<file path="config.mk">
export PLATFORM = sky130hd
export DESIGN_NAME = csp_top
export DESIGN_NICKNAME = d
export VERILOG_FILES = /design/src/csp_pkg.sv /design/src/csp_top.sv
export SDC_FILE = /design/constraint.sdc
export NUM_CORES = 1
export LEC_CHECK = 0
export BUFFER_PORTS_ARGS = -buffer_cell sky130_fd_sc_hd__buf_2
export CAP_MARGIN = 20
export CORE_MARGIN = 2
export CORE_UTILIZATION = 59
export CTS_CLUSTER_DIAMETER = 40
export DETAILED_ROUTE_END_ITERATION = 7
export PLACE_DENSITY = 0.86
export REMOVE_ABC_BUFFERS = 1
export SETUP_SLACK_MARGIN = 0.2
export SYNTH_ARGS = -nofsm -noshare
export SYNTH_HDL_FRONTEND = slang
export SYNTH_SLANG_ARGS = --single-unit
</file>
<file path="constraint.sdc">
create_clock -name clk_sys -period 11.2 [get_ports clk_sys]
set_input_delay 1.68 -clock clk_sys [delete_from_list [all_inputs] [get_ports clk_sys]]
set_output_delay 1.68 -clock clk_sys [all_outputs]
set_load 0.05 [all_outputs]
</file>
<file path="src/csp_pkg.sv">
// constants, field layout and state type for the buffered clocked serial port
package csp_pkg;

	// register byte offsets on the Avalon-MM slave
	localparam logic [5:0] CSP_OFS_BUF_BASE = 6'h00;
	localparam logic [5:0] CSP_OFS_BUF_LAST = 6'h1C;
	localparam logic [5:0] CSP_OFS_CTRL_ONE = 6'h20;
	localparam logic [5:0] CSP_OFS_CTRL_TWO = 6'h24;
	localparam logic [5:0] CSP_OFS_STATUS = 6'h28;

	// serial_control_one fields
	localparam int CSP_C1_RUN = 7;
	localparam int CSP_C1_ABORT = 6;
	localparam int CSP_C1_MODE_HI = 5;
	localparam int CSP_C1_MODE_LO = 3;
	localparam int CSP_C1_CLK_HI = 2;
	localparam int CSP_C1_CLK_LO = 0;

	// serial_control_two fields
	localparam int CSP_C2_LOWRATE = 4;
	localparam int CSP_C2_COUNT_HI = 2;
	localparam int CSP_C2_COUNT_LO = 0;

	// serial_status_reg fields
	localparam int CSP_ST_ACTIVE = 7;
	localparam int CSP_ST_SHIFT = 6;
	localparam int CSP_ST_WAIT = 5;

	// transfer_mode_select codes
	localparam logic [2:0] CSP_MODE_TX8 = 3'h0;
	localparam logic [2:0] CSP_MODE_TX4 = 3'h2;
	localparam logic [2:0] CSP_MODE_RX8 = 3'h5;
	localparam logic [2:0] CSP_MODE_RX4 = 3'h6;

	// clock select codes
	localparam logic [2:0] CSP_CLK_DIV13 = 3'h0;
	localparam logic [2:0] CSP_CLK_DIV8 = 3'h1;
	localparam logic [2:0] CSP_CLK_DIV7 = 3'h2;
	localparam logic [2:0] CSP_CLK_DIV6 = 3'h3;
	localparam logic [2:0] CSP_CLK_DIV5 = 3'h4;
	localparam logic [2:0] CSP_CLK_DIV4 = 3'h5;
	localparam logic [2:0] CSP_CLK_RSVD = 3'h6;
	localparam logic [2:0] CSP_CLK_EXT = 3'h7;

	// half periods of the internal serial clock, in clk_sys cycles (divide by 2^n)
	localparam logic [15:0] CSP_HALF_DIV13 = 16'h1000;
	localparam logic [15:0] CSP_HALF_DIV8 = 16'h0080;
	localparam logic [15:0] CSP_HALF_DIV7 = 16'h0040;
	localparam logic [15:0] CSP_HALF_DIV6 = 16'h0020;
	localparam logic [15:0] CSP_HALF_DIV5 = 16'h0010;
	localparam logic [15:0] CSP_HALF_DIV4 = 16'h0008;

	// low-rate source: fs/2^5 with fs in Hz, half period derived from the 50 MHz clock
	localparam int CSP_CLK_SYS_HZ = 50000000;
	localparam int CSP_LOW_FS_HZ = 32768;
	localparam int CSP_LOW_DIV = 32;
	localparam int CSP_LOW_HALF_CYC = CSP_CLK_SYS_HZ / (CSP_LOW_FS_HZ / CSP_LOW_DIV * 2);

	// word geometry
	localparam logic [2:0] CSP_LAST_BIT8 = 3'h7;
	localparam logic [2:0] CSP_LAST_BIT4 = 3'h3;
	localparam logic [7:0] CSP_NIBBLE_MASK = 8'h0F;
	localparam logic [7:0] CSP_DUMMY_WORD = 8'hFF;
	localparam int CSP_WORDS = 8;

	// reset values
	localparam logic [7:0] CSP_BUF_RESET = 8'h00;
	localparam logic [2:0] CSP_MODE_RESET = 3'h0;
	localparam logic [2:0] CSP_CLK_RESET = 3'h0;
	localparam logic [2:0] CSP_COUNT_RESET = 3'h0;

	typedef enum logic [1:0] {
		CSP_IDLE = 2'b00,
		CSP_SHIFT = 2'b01,
		CSP_WAIT = 2'b10
	} csp_state_t;

endpackage

</file>
<file path="src/csp_top.sv">
// buffered clocked serial port with eight-word buffer and Avalon-MM register slave
//
// Summary of operation
// RULE_01: clock code 111 external, 000-101 internal, 110 reserved
// RULE_02: internal clock drives pin, pin high at start
// RULE_03: internal clock pauses when software falls behind
// RULE_04: external clock pulses at least four cycles wide
// RULE_05: transmit data changes on clock pin falling edge
// RULE_06: receive data sampled on clock pin rising edge
// RULE_07: four-bit words use low nibble, upper zeroed
// RULE_08: words shift least significant bit first
// RULE_09: up to eight words, interrupt after count
// RULE_10: software stops port before changing word count
// RULE_11: transmit loads next buffer word at LSB output
// RULE_12: transmit raises buffer-empty interrupt after final bit
// RULE_13: internal transmit waits for data, one write resumes
// RULE_14: any buffer write cancels transmit wait
// RULE_15: run cleared: finish current word then go idle
// RULE_16: abort ends transfer and clears active at once
// RULE_17: external transmit without data sends dummy, ends
// RULE_18: receive stores words, buffer-full interrupt after count
// RULE_19: internal receive waits until buffer read
// RULE_20: external receive overrun drops word and stops
// RULE_21: run cleared stores last word; abort discards
// RULE_22: mode change clears buffer contents
// RULE_23: abort bit clears itself after taking effect
// RULE_24: active flag reads one during transfer
// RULE_25: after reset idle, clock pin high, inactive
`timescale 1ns/1ns
`default_nettype none

module csp_top
	import csp_pkg::*;
#(
	parameter int LOW_RATE_HALF = CSP_LOW_HALF_CYC
)
(
	input wire logic clk_sys,
	input wire logic reset,
	input wire logic [5:0] avs_address,
	input wire logic avs_read,
	input wire logic avs_write,
	input wire logic [31:0] avs_writedata,
	input wire logic [3:0] avs_byteenable,
	output logic [31:0] avs_readdata,
	output logic avs_waitrequest,
	input wire logic serial_clock_pin_in,
	output logic serial_clock_pin_out,
	output logic serial_clock_pin_oe,
	output logic serial_data_out,
	input wire logic serial_data_in,
	output logic word_block_irq
);

	////////////////////////////////////////////////////////////////////////////
	// register state

	logic [7:0] data_buffer_regs [CSP_WORDS];
	logic run_bit_q;
	logic abort_bit_q;
	logic [2:0] transfer_mode_select_q;
	logic [2:0] clk_sel_q;
	logic [2:0] word_count_q;
	logic low_rate_divider_select_q;
	logic waitreq_q;
	logic [31:0] rdata_q;

	// core state
	csp_state_t state_q;
	logic [2:0] idx_q;
	logic [2:0] bit_q;
	logic [7:0] shift_q;
	logic serviced_q;
	logic owed_q;
	logic last_word_q;
	logic [15:0] div_q;
	logic sck_q;
	logic sck_oe_q;
	logic sck_prev_q;
	logic so_q;
	logic irq_q;

	////////////////////////////////////////////////////////////////////////////
	// bus decode

	logic wr_acc;
	logic rd_acc;
	logic buf_hit;
	logic wr_buf;
	logic rd_buf;
	logic wr_c1;
	logic wr_c2;
	logic [2:0] new_mode;
	logic mode_ok;
	logic start_ev;

	// a request completes on the edge where waitrequest is low
	assign wr_acc = avs_write && !waitreq_q;
	assign rd_acc = avs_read && !waitreq_q;
	assign buf_hit = avs_address <= CSP_OFS_BUF_LAST;
	assign wr_buf = wr_acc && buf_hit && avs_byteenable[0];
	assign rd_buf = rd_acc && buf_hit;
	assign wr_c1 = wr_acc && (avs_address == CSP_OFS_CTRL_ONE) && avs_byteenable[0];
	assign wr_c2 = wr_acc && (avs_address == CSP_OFS_CTRL_TWO) && avs_byteenable[0];
	assign new_mode = avs_writedata[CSP_C1_MODE_HI:CSP_C1_MODE_LO];
	assign mode_ok = (new_mode == CSP_MODE_TX8) || (new_mode == CSP_MODE_TX4) ||
		(new_mode == CSP_MODE_RX8) || (new_mode == CSP_MODE_RX4);
	// reserved modes and the reserved clock code never start a transfer
	assign start_ev = wr_c1 && avs_writedata[CSP_C1_RUN] && !avs_writedata[CSP_C1_ABORT] &&
		mode_ok && (avs_writedata[CSP_C1_CLK_HI:CSP_C1_CLK_LO] != CSP_CLK_RSVD) &&
		(state_q == CSP_IDLE);

	////////////////////////////////////////////////////////////////////////////
	// mode and timing decode

	logic is_tx;
	logic is_four;
	logic ext_clk;
	logic [2:0] last_bit;
	logic [15:0] half_cnt;
	logic div_term;
	logic fall_ev;
	logic rise_ev;
	logic word_end;
	logic blk_end;
	logic service_ev;
	logic serviced;
	logic rx_drop;
	logic rx_store;
	logic [7:0] tx_word;

	assign is_tx = (transfer_mode_select_q == CSP_MODE_TX8) ||
		(transfer_mode_select_q == CSP_MODE_TX4);
	assign is_four = (transfer_mode_select_q == CSP_MODE_TX4) ||
		(transfer_mode_select_q == CSP_MODE_RX4);
	assign ext_clk = clk_sel_q == CSP_CLK_EXT; // RULE_01
	assign last_bit = is_four ? CSP_LAST_BIT4 : CSP_LAST_BIT8;

	// internal divider rates; the low-rate source only replaces code 000
	always_comb
	begin
		if (clk_sel_q == CSP_CLK_DIV13)
			half_cnt = low_rate_divider_select_q ? 16'(LOW_RATE_HALF) : CSP_HALF_DIV13; // RULE_01
		else if (clk_sel_q == CSP_CLK_DIV8)
			half_cnt = CSP_HALF_DIV8;
		else if (clk_sel_q == CSP_CLK_DIV7)
			half_cnt = CSP_HALF_DIV7;
		else if (clk_sel_q == CSP_CLK_DIV6)
			half_cnt = CSP_HALF_DIV6;
		else if (clk_sel_q == CSP_CLK_DIV5)
			half_cnt = CSP_HALF_DIV5;
		else
			half_cnt = CSP_HALF_DIV4;
	end

	// external pin is taken as synchronous; edges need the pulse to stay a few cycles
	assign div_term = (div_q == half_cnt - 16'h0001);
	assign fall_ev = (state_q == CSP_SHIFT) &&
		(ext_clk ? (sck_prev_q && !serial_clock_pin_in) : (div_term && sck_q)); // RULE_04
	assign rise_ev = (state_q == CSP_SHIFT) &&
		(ext_clk ? (!sck_prev_q && serial_clock_pin_in) : (div_term && !sck_q));
	assign word_end = rise_ev && (bit_q == last_bit) && !abort_bit_q;
	assign blk_end = word_end && (idx_q == word_count_q);

	// a buffer write on transmit or a buffer read on receive counts, in use or not
	assign service_ev = is_tx ? wr_buf : rd_buf; // RULE_14 RULE_19
	// an access in the same cycle as a block end still counts
	assign serviced = serviced_q || service_ev;
	assign rx_drop = word_end && !is_tx && ext_clk && owed_q && !service_ev; // RULE_20
	assign rx_store = word_end && !is_tx && !rx_drop; // RULE_18 RULE_21
	// dummy data replaces the word when an external transmit was never refilled
	assign tx_word = (ext_clk && owed_q && !service_ev) ? CSP_DUMMY_WORD :
		data_buffer_regs[idx_q]; // RULE_17

	////////////////////////////////////////////////////////////////////////////
	// Avalon-MM slave: one wait cycle per request

	// waitrequest drops for exactly one cycle after a request appears
	always_ff @(posedge clk_sys)
	begin
		if (reset)
			waitreq_q <= 1'b1;
		else
			waitreq_q <= !((avs_read || avs_write) && waitreq_q);
	end

	// read data is registered in the wait cycle so it stands on the accepting edge
	always_ff @(posedge clk_sys)
	begin
		if (reset)
			rdata_q <= 32'h0000_0000;
		else if (avs_read && waitreq_q)
		begin
			if (buf_hit)
				rdata_q <= {24'h00_0000, data_buffer_regs[avs_address[4:2]]};
			else if (avs_address == CSP_OFS_CTRL_ONE)
				rdata_q <= {24'h00_0000, run_bit_q, abort_bit_q, transfer_mode_select_q, clk_sel_q};
			else if (avs_address == CSP_OFS_CTRL_TWO)
				rdata_q <= {28'h000_0000, low_rate_divider_select_q, word_count_q};
			else if (avs_address == CSP_OFS_STATUS)
				rdata_q <= {24'h00_0000, state_q != CSP_IDLE, state_q == CSP_SHIFT,
					state_q == CSP_WAIT, 5'h00}; // RULE_24
			else
				rdata_q <= 32'h0000_0000;
		end
	end

	////////////////////////////////////////////////////////////////////////////
	// control registers

	// the abort bit lives one cycle, long enough for the core to act on it
	always_ff @(posedge clk_sys)
	begin
		if (reset)
		begin
			run_bit_q <= 1'b0;
			abort_bit_q <= 1'b0;
			transfer_mode_select_q <= CSP_MODE_RESET;
			clk_sel_q <= CSP_CLK_RESET;
		end
		else if (wr_c1)
		begin
			run_bit_q <= avs_writedata[CSP_C1_RUN];
			abort_bit_q <= avs_writedata[CSP_C1_ABORT];
			transfer_mode_select_q <= new_mode;
			clk_sel_q <= avs_writedata[CSP_C1_CLK_HI:CSP_C1_CLK_LO];
		end
		else
			abort_bit_q <= 1'b0; // RULE_23
	end

	// word count may be rewritten any time; software keeps it stable while shifting
	always_ff @(posedge clk_sys)
	begin
		if (reset)
		begin
			word_count_q <= CSP_COUNT_RESET;
			low_rate_divider_select_q <= 1'b0;
		end
		else if (wr_c2)
		begin
			word_count_q <= avs_writedata[CSP_C2_COUNT_HI:CSP_C2_COUNT_LO]; // RULE_09 RULE_10
			low_rate_divider_select_q <= avs_writedata[CSP_C2_LOWRATE];
		end
	end

	////////////////////////////////////////////////////////////////////////////
	// data buffer, one entry per word

	genvar gi;
	generate
		for (gi = 0; gi < CSP_WORDS; gi++)
		begin : g_buf
			always_ff @(posedge clk_sys)
			begin
				if (reset)
					data_buffer_regs[gi] <= CSP_BUF_RESET;
				else if (wr_c1 && (new_mode != transfer_mode_select_q))
					data_buffer_regs[gi] <= CSP_BUF_RESET; // RULE_22
				// the last bit is still on the pin at this edge, not yet in shift_q
				else if (rx_store && (idx_q == 3'(gi)))
					data_buffer_regs[gi] <= is_four ? {4'h0, serial_data_in, shift_q[2:0]} :
						{serial_data_in, shift_q[6:0]}; // RULE_07
				else if (wr_buf && (avs_address[4:2] == 3'(gi)))
					data_buffer_regs[gi] <= avs_writedata[7:0];
			end
		end
	endgenerate

	////////////////////////////////////////////////////////////////////////////
	// internal serial clock generator

	// clock parks high outside shifting, so a wait freezes it high
	always_ff @(posedge clk_sys)
	begin
		if (reset)
		begin
			div_q <= 16'h0000;
			sck_q <= 1'b1; // RULE_25
		end
		else if ((state_q == CSP_SHIFT) && !ext_clk && !abort_bit_q)
		begin
			if (div_term)
			begin
				div_q <= 16'h0000;
				sck_q <= !sck_q;
			end
			else
				div_q <= div_q + 16'h0001;
		end
		else
		begin
			div_q <= 16'h0000;
			sck_q <= 1'b1; // RULE_02 RULE_03
		end
	end

	// pin drive follows the clock source; external pins are only watched
	always_ff @(posedge clk_sys)
	begin
		if (reset)
		begin
			sck_oe_q <= 1'b0;
			sck_prev_q <= 1'b1;
		end
		else
		begin
			sck_oe_q <= !ext_clk; // RULE_02
			sck_prev_q <= serial_clock_pin_in;
		end
	end

	////////////////////////////////////////////////////////////////////////////
	// transfer sequencer

	always_ff @(posedge clk_sys)
	begin
		if (reset)
		begin
			state_q <= CSP_IDLE;
			idx_q <= 3'h0;
			bit_q <= 3'h0;
			last_word_q <= 1'b0;
		end
		else if (abort_bit_q)
			state_q <= CSP_IDLE; // RULE_16 RULE_21
		else
		begin
			case (state_q)
				CSP_IDLE:
				begin
					if (start_ev)
					begin
						state_q <= CSP_SHIFT;
						idx_q <= 3'h0;
						bit_q <= 3'h0;
						last_word_q <= 1'b0;
					end
				end
				CSP_SHIFT:
				begin
					if (word_end)
					begin
						bit_q <= 3'h0;
						idx_q <= blk_end ? 3'h0 : idx_q + 3'h1; // RULE_09
						if (rx_drop || last_word_q || !run_bit_q)
							state_q <= CSP_IDLE; // RULE_15 RULE_17 RULE_20 RULE_21
						else if (blk_end && !serviced && !ext_clk)
							state_q <= CSP_WAIT; // RULE_03 RULE_13 RULE_19
					end
					else if (rise_ev)
						bit_q <= bit_q + 3'h1;
					if (fall_ev && is_tx && (bit_q == 3'h0) && ext_clk && owed_q && !service_ev)
						last_word_q <= 1'b1; // RULE_17
				end
				CSP_WAIT:
				begin
					if (!run_bit_q)
						state_q <= CSP_IDLE;
					else if (service_ev)
						state_q <= CSP_SHIFT; // RULE_13 RULE_14 RULE_19
				end
				default:
					state_q <= CSP_IDLE;
			endcase
		end
	end

	// software service tracking; the block-end clear beats a same-cycle access, which still counts through serviced
	always_ff @(posedge clk_sys)
	begin
		if (reset || start_ev)
		begin
			serviced_q <= 1'b0;
			owed_q <= 1'b0;
		end
		else if (blk_end)
		begin
			serviced_q <= 1'b0;
			owed_q <= !serviced;
		end
		else if (service_ev)
		begin
			// the access that ends a wait is spent on that wait, not on the next block
			serviced_q <= (state_q != CSP_WAIT); // RULE_13 RULE_19
			owed_q <= 1'b0;
		end
	end

	// shift register: transmit on falling edge, receive on rising edge, lsb first
	always_ff @(posedge clk_sys)
	begin
		if (reset)
		begin
			shift_q <= 8'h00;
			so_q <= 1'b1;
		end
		else if (fall_ev && is_tx)
		begin
			if (bit_q == 3'h0)
			begin
				shift_q <= tx_word; // RULE_11
				so_q <= tx_word[0]; // RULE_08
			end
			else
				so_q <= shift_q[bit_q]; // RULE_05
		end
		else if (rise_ev && !is_tx)
			shift_q[bit_q] <= serial_data_in; // RULE_06 RULE_08
	end

	// block-end interrupt: buffer empty on transmit, buffer full on receive
	always_ff @(posedge clk_sys)
	begin
		if (reset)
			irq_q <= 1'b0;
		else
			irq_q <= blk_end && !rx_drop; // RULE_09 RULE_12 RULE_18
	end

	////////////////////////////////////////////////////////////////////////////
	// outputs

	assign avs_readdata = rdata_q;
	assign avs_waitrequest = waitreq_q;
	assign serial_clock_pin_out = sck_q;
	assign serial_clock_pin_oe = sck_oe_q;
	assign serial_data_out = so_q;
	assign word_block_irq = irq_q;

endmodule

`default_nettype wire

</file>
Word level (Yosys, flattened, before mapping)
Memory sizes are Yosys's and may differ from the RTL's. A register that Yosys moved wholly into a read port is not among the register bits.
Cells that the tools add are included.

word-level totals
  input bits = 48
  output and inout port bits = 37
  register bits after elaboration = 85
  memories = 1
  word-level logic and storage cells = 350
  memory bits (writable) = 64

memory list
  memory            depth  bits a word  read ports  clocked after Yosys merged registers in  wr ports  RTL line       source
  data_buffer_regs  8      8            2           1                                        8         csp_top.sv:58  logic [7:0] data_buffer_regs [CSP_WORDS];

operators by class
  reductions and logical operators = 105
  $lt $le $gt $ge = 3
  muxes and demuxes = 147
  bitwise gates (word level) = 27
  add/sub/neg operators = 4
  equal/unequal tests = 42

operators by type and width
  cell                   count
  $mux 8                 34
  $mux 1                 87
  $logic_and 1x1->1      61
  $eq 3x3->1 const B     13
  $mux 15                2
  $eq 3x2->1 const B     8
  $mux 3                 8
  $or 1x1->1             24
  $eq 6x6->1 const B     3
  $logic_not 3->1        6
  $add 16x1->16 const B  1
  $eq 16x16->1           1
  $reduce_and 4->1       4
  $sub 16x1->16 const B  1
  $logic_not 1->1        13
  $mux 2                 6
  $pmux 3 s2             2
  $logic_or 1x1->1       10
  $eq 3x1->1 const B     3
  $ne 3x3->1 const B     3
  $bwmux 8               1
  $reduce_bool 2->1      4
  $reduce_or 2->1        4
  $mux 7                 1
  21 further kinds       28

Depth between registers and ports, before layout
  word-level depth = 26
  depth in mapped cells = 16
  gate-level depth less buffers = 11

Least setup slack after synthesis
OpenSTA, ideal clock, no wires.

  kind = input port to flip-flop
  from = in avs_address[1]
  to = mem data_buffer_regs[3][0], enable pin
  stages on the path = 8
  required time = 10.824 ns
  setup time = 0.376 ns
  arrival = 3.666 ns
  buffers on the path = 3
  slack = 7.158 ns
  cells stage by stage = or2_2 nor3b_1 nand3_1 clkbuf_1 o21a_1 buf_1 buf_1 o211ai_1

RTL lines
  what         RTL line       source
  from (decl)  csp_top.sv:40  input wire logic [5:0] avs_address,
  to (decl)    csp_top.sv:58

==> reports/results.ini <==
[finish]
layout.nets=885
antennaDiodeCount=0
utilization=0.658
design_area_mm2=0.00874
multi_input_area_mm2=0.00445
fill_cells=1015
drive_gt1_frac=0.165
register_area_mm2=0.00320
finalNonFillerCells=1016
area_delta_synth_final_pct=8.02

[floorplanning]
die_h_um=121
die-area_mm2=0.0147
dieWidth_um=121
core_area_mm2=0.0133
ios=85
initial_core_util=0.609
rows=42

[timing]
fmax_ghz=0.206
min_period_ns=4.86
drv_slew=0
tightestPinTransition_ns=1.09
fin_crit_sh=0.434
rsz0062_at_grt=no
slew-limit-headroom=0.255
skew_ns=0.0138
setup-tns-final_ns=0
setup-violations-final=0
hold_viol_final=0

[clock_network]
cts_buffers=17
cts_tree=built
cts_setup_buffers=0
clock_path_buffers=2
post_cts_resized=0
htree_levels=4
root_buffer=clkbuf_16
postCtsHoldBufs=0
cts_sinks=128
clock_latency_ns=0.44
clk_pin_slew_worst_paths_ns=0.06

[grt]
antenna_found_initial=0
track_usage=0.335
first_global_vias=6628
grt_max_degree=37
grt_pass1_wl_um=37000
grt_overflow=0

[place]
place_inst=982
hpwl_um=15900
place_congestion=0.992
io_buffer_count=33
placed_area_mm2=0.00814

[power]
power_leakage_nw=3.02
p_int_mw=0.875
pwr-share-seq=0.437
power.density_mw_per_mm2=134
p_clk_frac=0.479
finalPower_mw=1.17
p_sw_mw=0.296
peakVddDrop_uv=148
combPwrFrac=0.084
swShare=0.253

[drt]
avgViaCountPerCell=7.06
routedWlPerCell_um=23.5
vias=7177
drt_wl_total_um=23900
remaining_drc_errors=0
drtIter0Drc=1420
drt_first_pass_iters=8
drtAntennaViolNets=0

[synthesis]
synth_compound_area_frac=0.158
ys_top_cells_by_area=edfxtp_1 24%, dfxtp_1 16%, mux4_2 8.9%
synth.avg_cell_area_um2=9.75
synth-adder-area-share=0.0155
yosys.area.top_type=edfxtp_1
synth_top_family_by_area=simple AND/OR/NAND/NOR gates
synthSimpleGateAreaFrac=0.204
synth-xor-area-share=0.0314
synth_top_area_frac=0.237
synth_most_common_cell=nor2_1
ys_async_sr_fraction=0
yosysWarnings=0
synthTopCellsByCount=73 x nor2_1, 64 x dfxtp_1, 64 x edfxtp_1
synth-edff-count=64
syn_inst=830
synth_ff_type=edfxtp_1
synth_seq_cells=128
yosysUniqueCellTypes=77
netlist_area_mm2=0.00809
muxShareOfSynthArea=0.130
ys_seq_area_frac=0.396

[worst_setup_path]
slowest_stage=nor4_4
path_class=register to register
rrSetupSlack_ns=6.34
cp-start-kind=register
critical_path_required_ns=11.28
path_cells=or4b_4 -> and2_1 -> ha_1 -> nor4b_1 -> a221oi_2 -> xor2_1 -> nand3_2 -> nor4_4 -> o211ai_4 -> nor3_1 -> or3_1
r2r_cells=11
r2r_end=data_buffer_regs[0][0]
cp_num_buf_inv=0
worstPathArrival_ns=4.94
critPathMaxFanout=19
worstSetupEndpointType=register
critPathLaunch=clk_sel_q[2]
regToRegStartpoint=clk_sel_q[2]
crit_path_max_incr_delay_ns=0.76
path_delay_family=simple AND/OR/NAND/NOR gates

[run_status]
outcome=finished, final reports clean

[min_path]
min_path_cells=1
hold_path_class=register to register
hold_end=div_q[0]
min_from=div_q[0]

[run]
maxCapViolations=0

[registers in the layout (all words and copies together) (netlist names), 2 cells and up, named ones only]
signal / flops
avs_readdata: 8
data_buffer_regs: 64
div_q: 16
bit_q: 3
state_q: 2
idx_q: 3
word_count_q: 3
transfer_mode_select_q: 3
clk_sel_q: 3
shift_q: 8
[layout by cell type, fill, tap and decap left out, types with 4 or more instances in the layout]
cell type,Yosys,layout
o221ai_1,8,8
nor2b_1,12,12
nand2b_1,6,6
conb_1,1,24
buf_2,8,33
a211oi_1,6,6
xnor2_1,12,12
o22ai_1,13,13
o22a_1,5,5
o32ai_1,27,27
o21ai_0,21,21
nor3_1,21,21
o21ai_1,5,4
or3_1,7,7
dfxtp_1,64,64
a22oi_1,7,7
a21oi_1,31,31
nor3b_1,4,4
or4_1,7,7
mux2i_1,33,33
nand3_1,63,63
o211ai_1,10,10
nand4_1,5,5
ha_1,10,10
clkinv_2,0,4
and3_1,10,10
clkbuf_16,0,17
o2bb2ai_1,11,11
nand2_1,62,62
buf_4,24,5
edfxtp_1,64,64
nor2_1,73,73
xor2_1,17,17
and2_1,4,4
or2_2,20,20
inv_1,19,19
o21a_1,4,4
mux4_2,32,32
[cell type report]
| cell class | instances | share of cell area |
|---|---|---|
| Multi-Input combinational cell | 621 | 0.509 |
| Sequential cell | 128 | 0.366 |
| Clock buffer | 22 | 0.0547 |
| Tap cell | 176 | 0.0252 |
| Timing Repair Buffer | 39 | 0.0238 |
| Clock inverter | 10 | 0.0123 |
| Inverter | 20 | 0.00859 |
[routing by layer]
layer	track usage	vias up	wire (µm)
met1	0.449	3396	8870
met2	0.493	584	10600
met5	0	-	0
li1	-	3081	-
met4	0.177	0	1240
met3	0.0949	116	3200
[power by group through the flow]
stage	registers [mW]	clock network, mW	logic (mW)
final	0.511	0.560	0.0985
after global routing	0.512	0.584	0.102
after CTS	0.511	0.558	0.0954
after detailed placement	0.520	0	0.0949
after global placement	0.519	0	0.0939
after floorplan	0.526	0	0.0528
[worst max-delay path by stage]
stage	slack, ns	endpoint	cells after the start
finish	6.34	data_buffer_regs[0][0]	11
global route	6.07	data_buffer_regs[0][0]	11
CTS	6.47	data_buffer_regs[5][0]	8
detailed placement	6.05	data_buffer_regs[5][2]	8
global placement	6.15	data_buffer_regs[5][2]	8
floorplan	6.34	data_buffer_regs[0][3]	7
[cells by family after synthesis]
group           after synthesis
simple gates                320
fa+ha+maj                    10
xor+xnor                     29
other cells                   1
compound gates              173
mux                          65
flops                       128
buf+inv                     104
[metrics by stage]
step	worst slack (ns)	hold WS, ns
2_1_floorplan	6.34	0.433
3_3_place_gp	6.15	0.445
3_5_place_dp	6.05	0.458
4_1_cts	6.47	0.471
5_1_grt	6.07	0.507
6_report	6.34	0.466
Power figures use the tool's default switching activity.
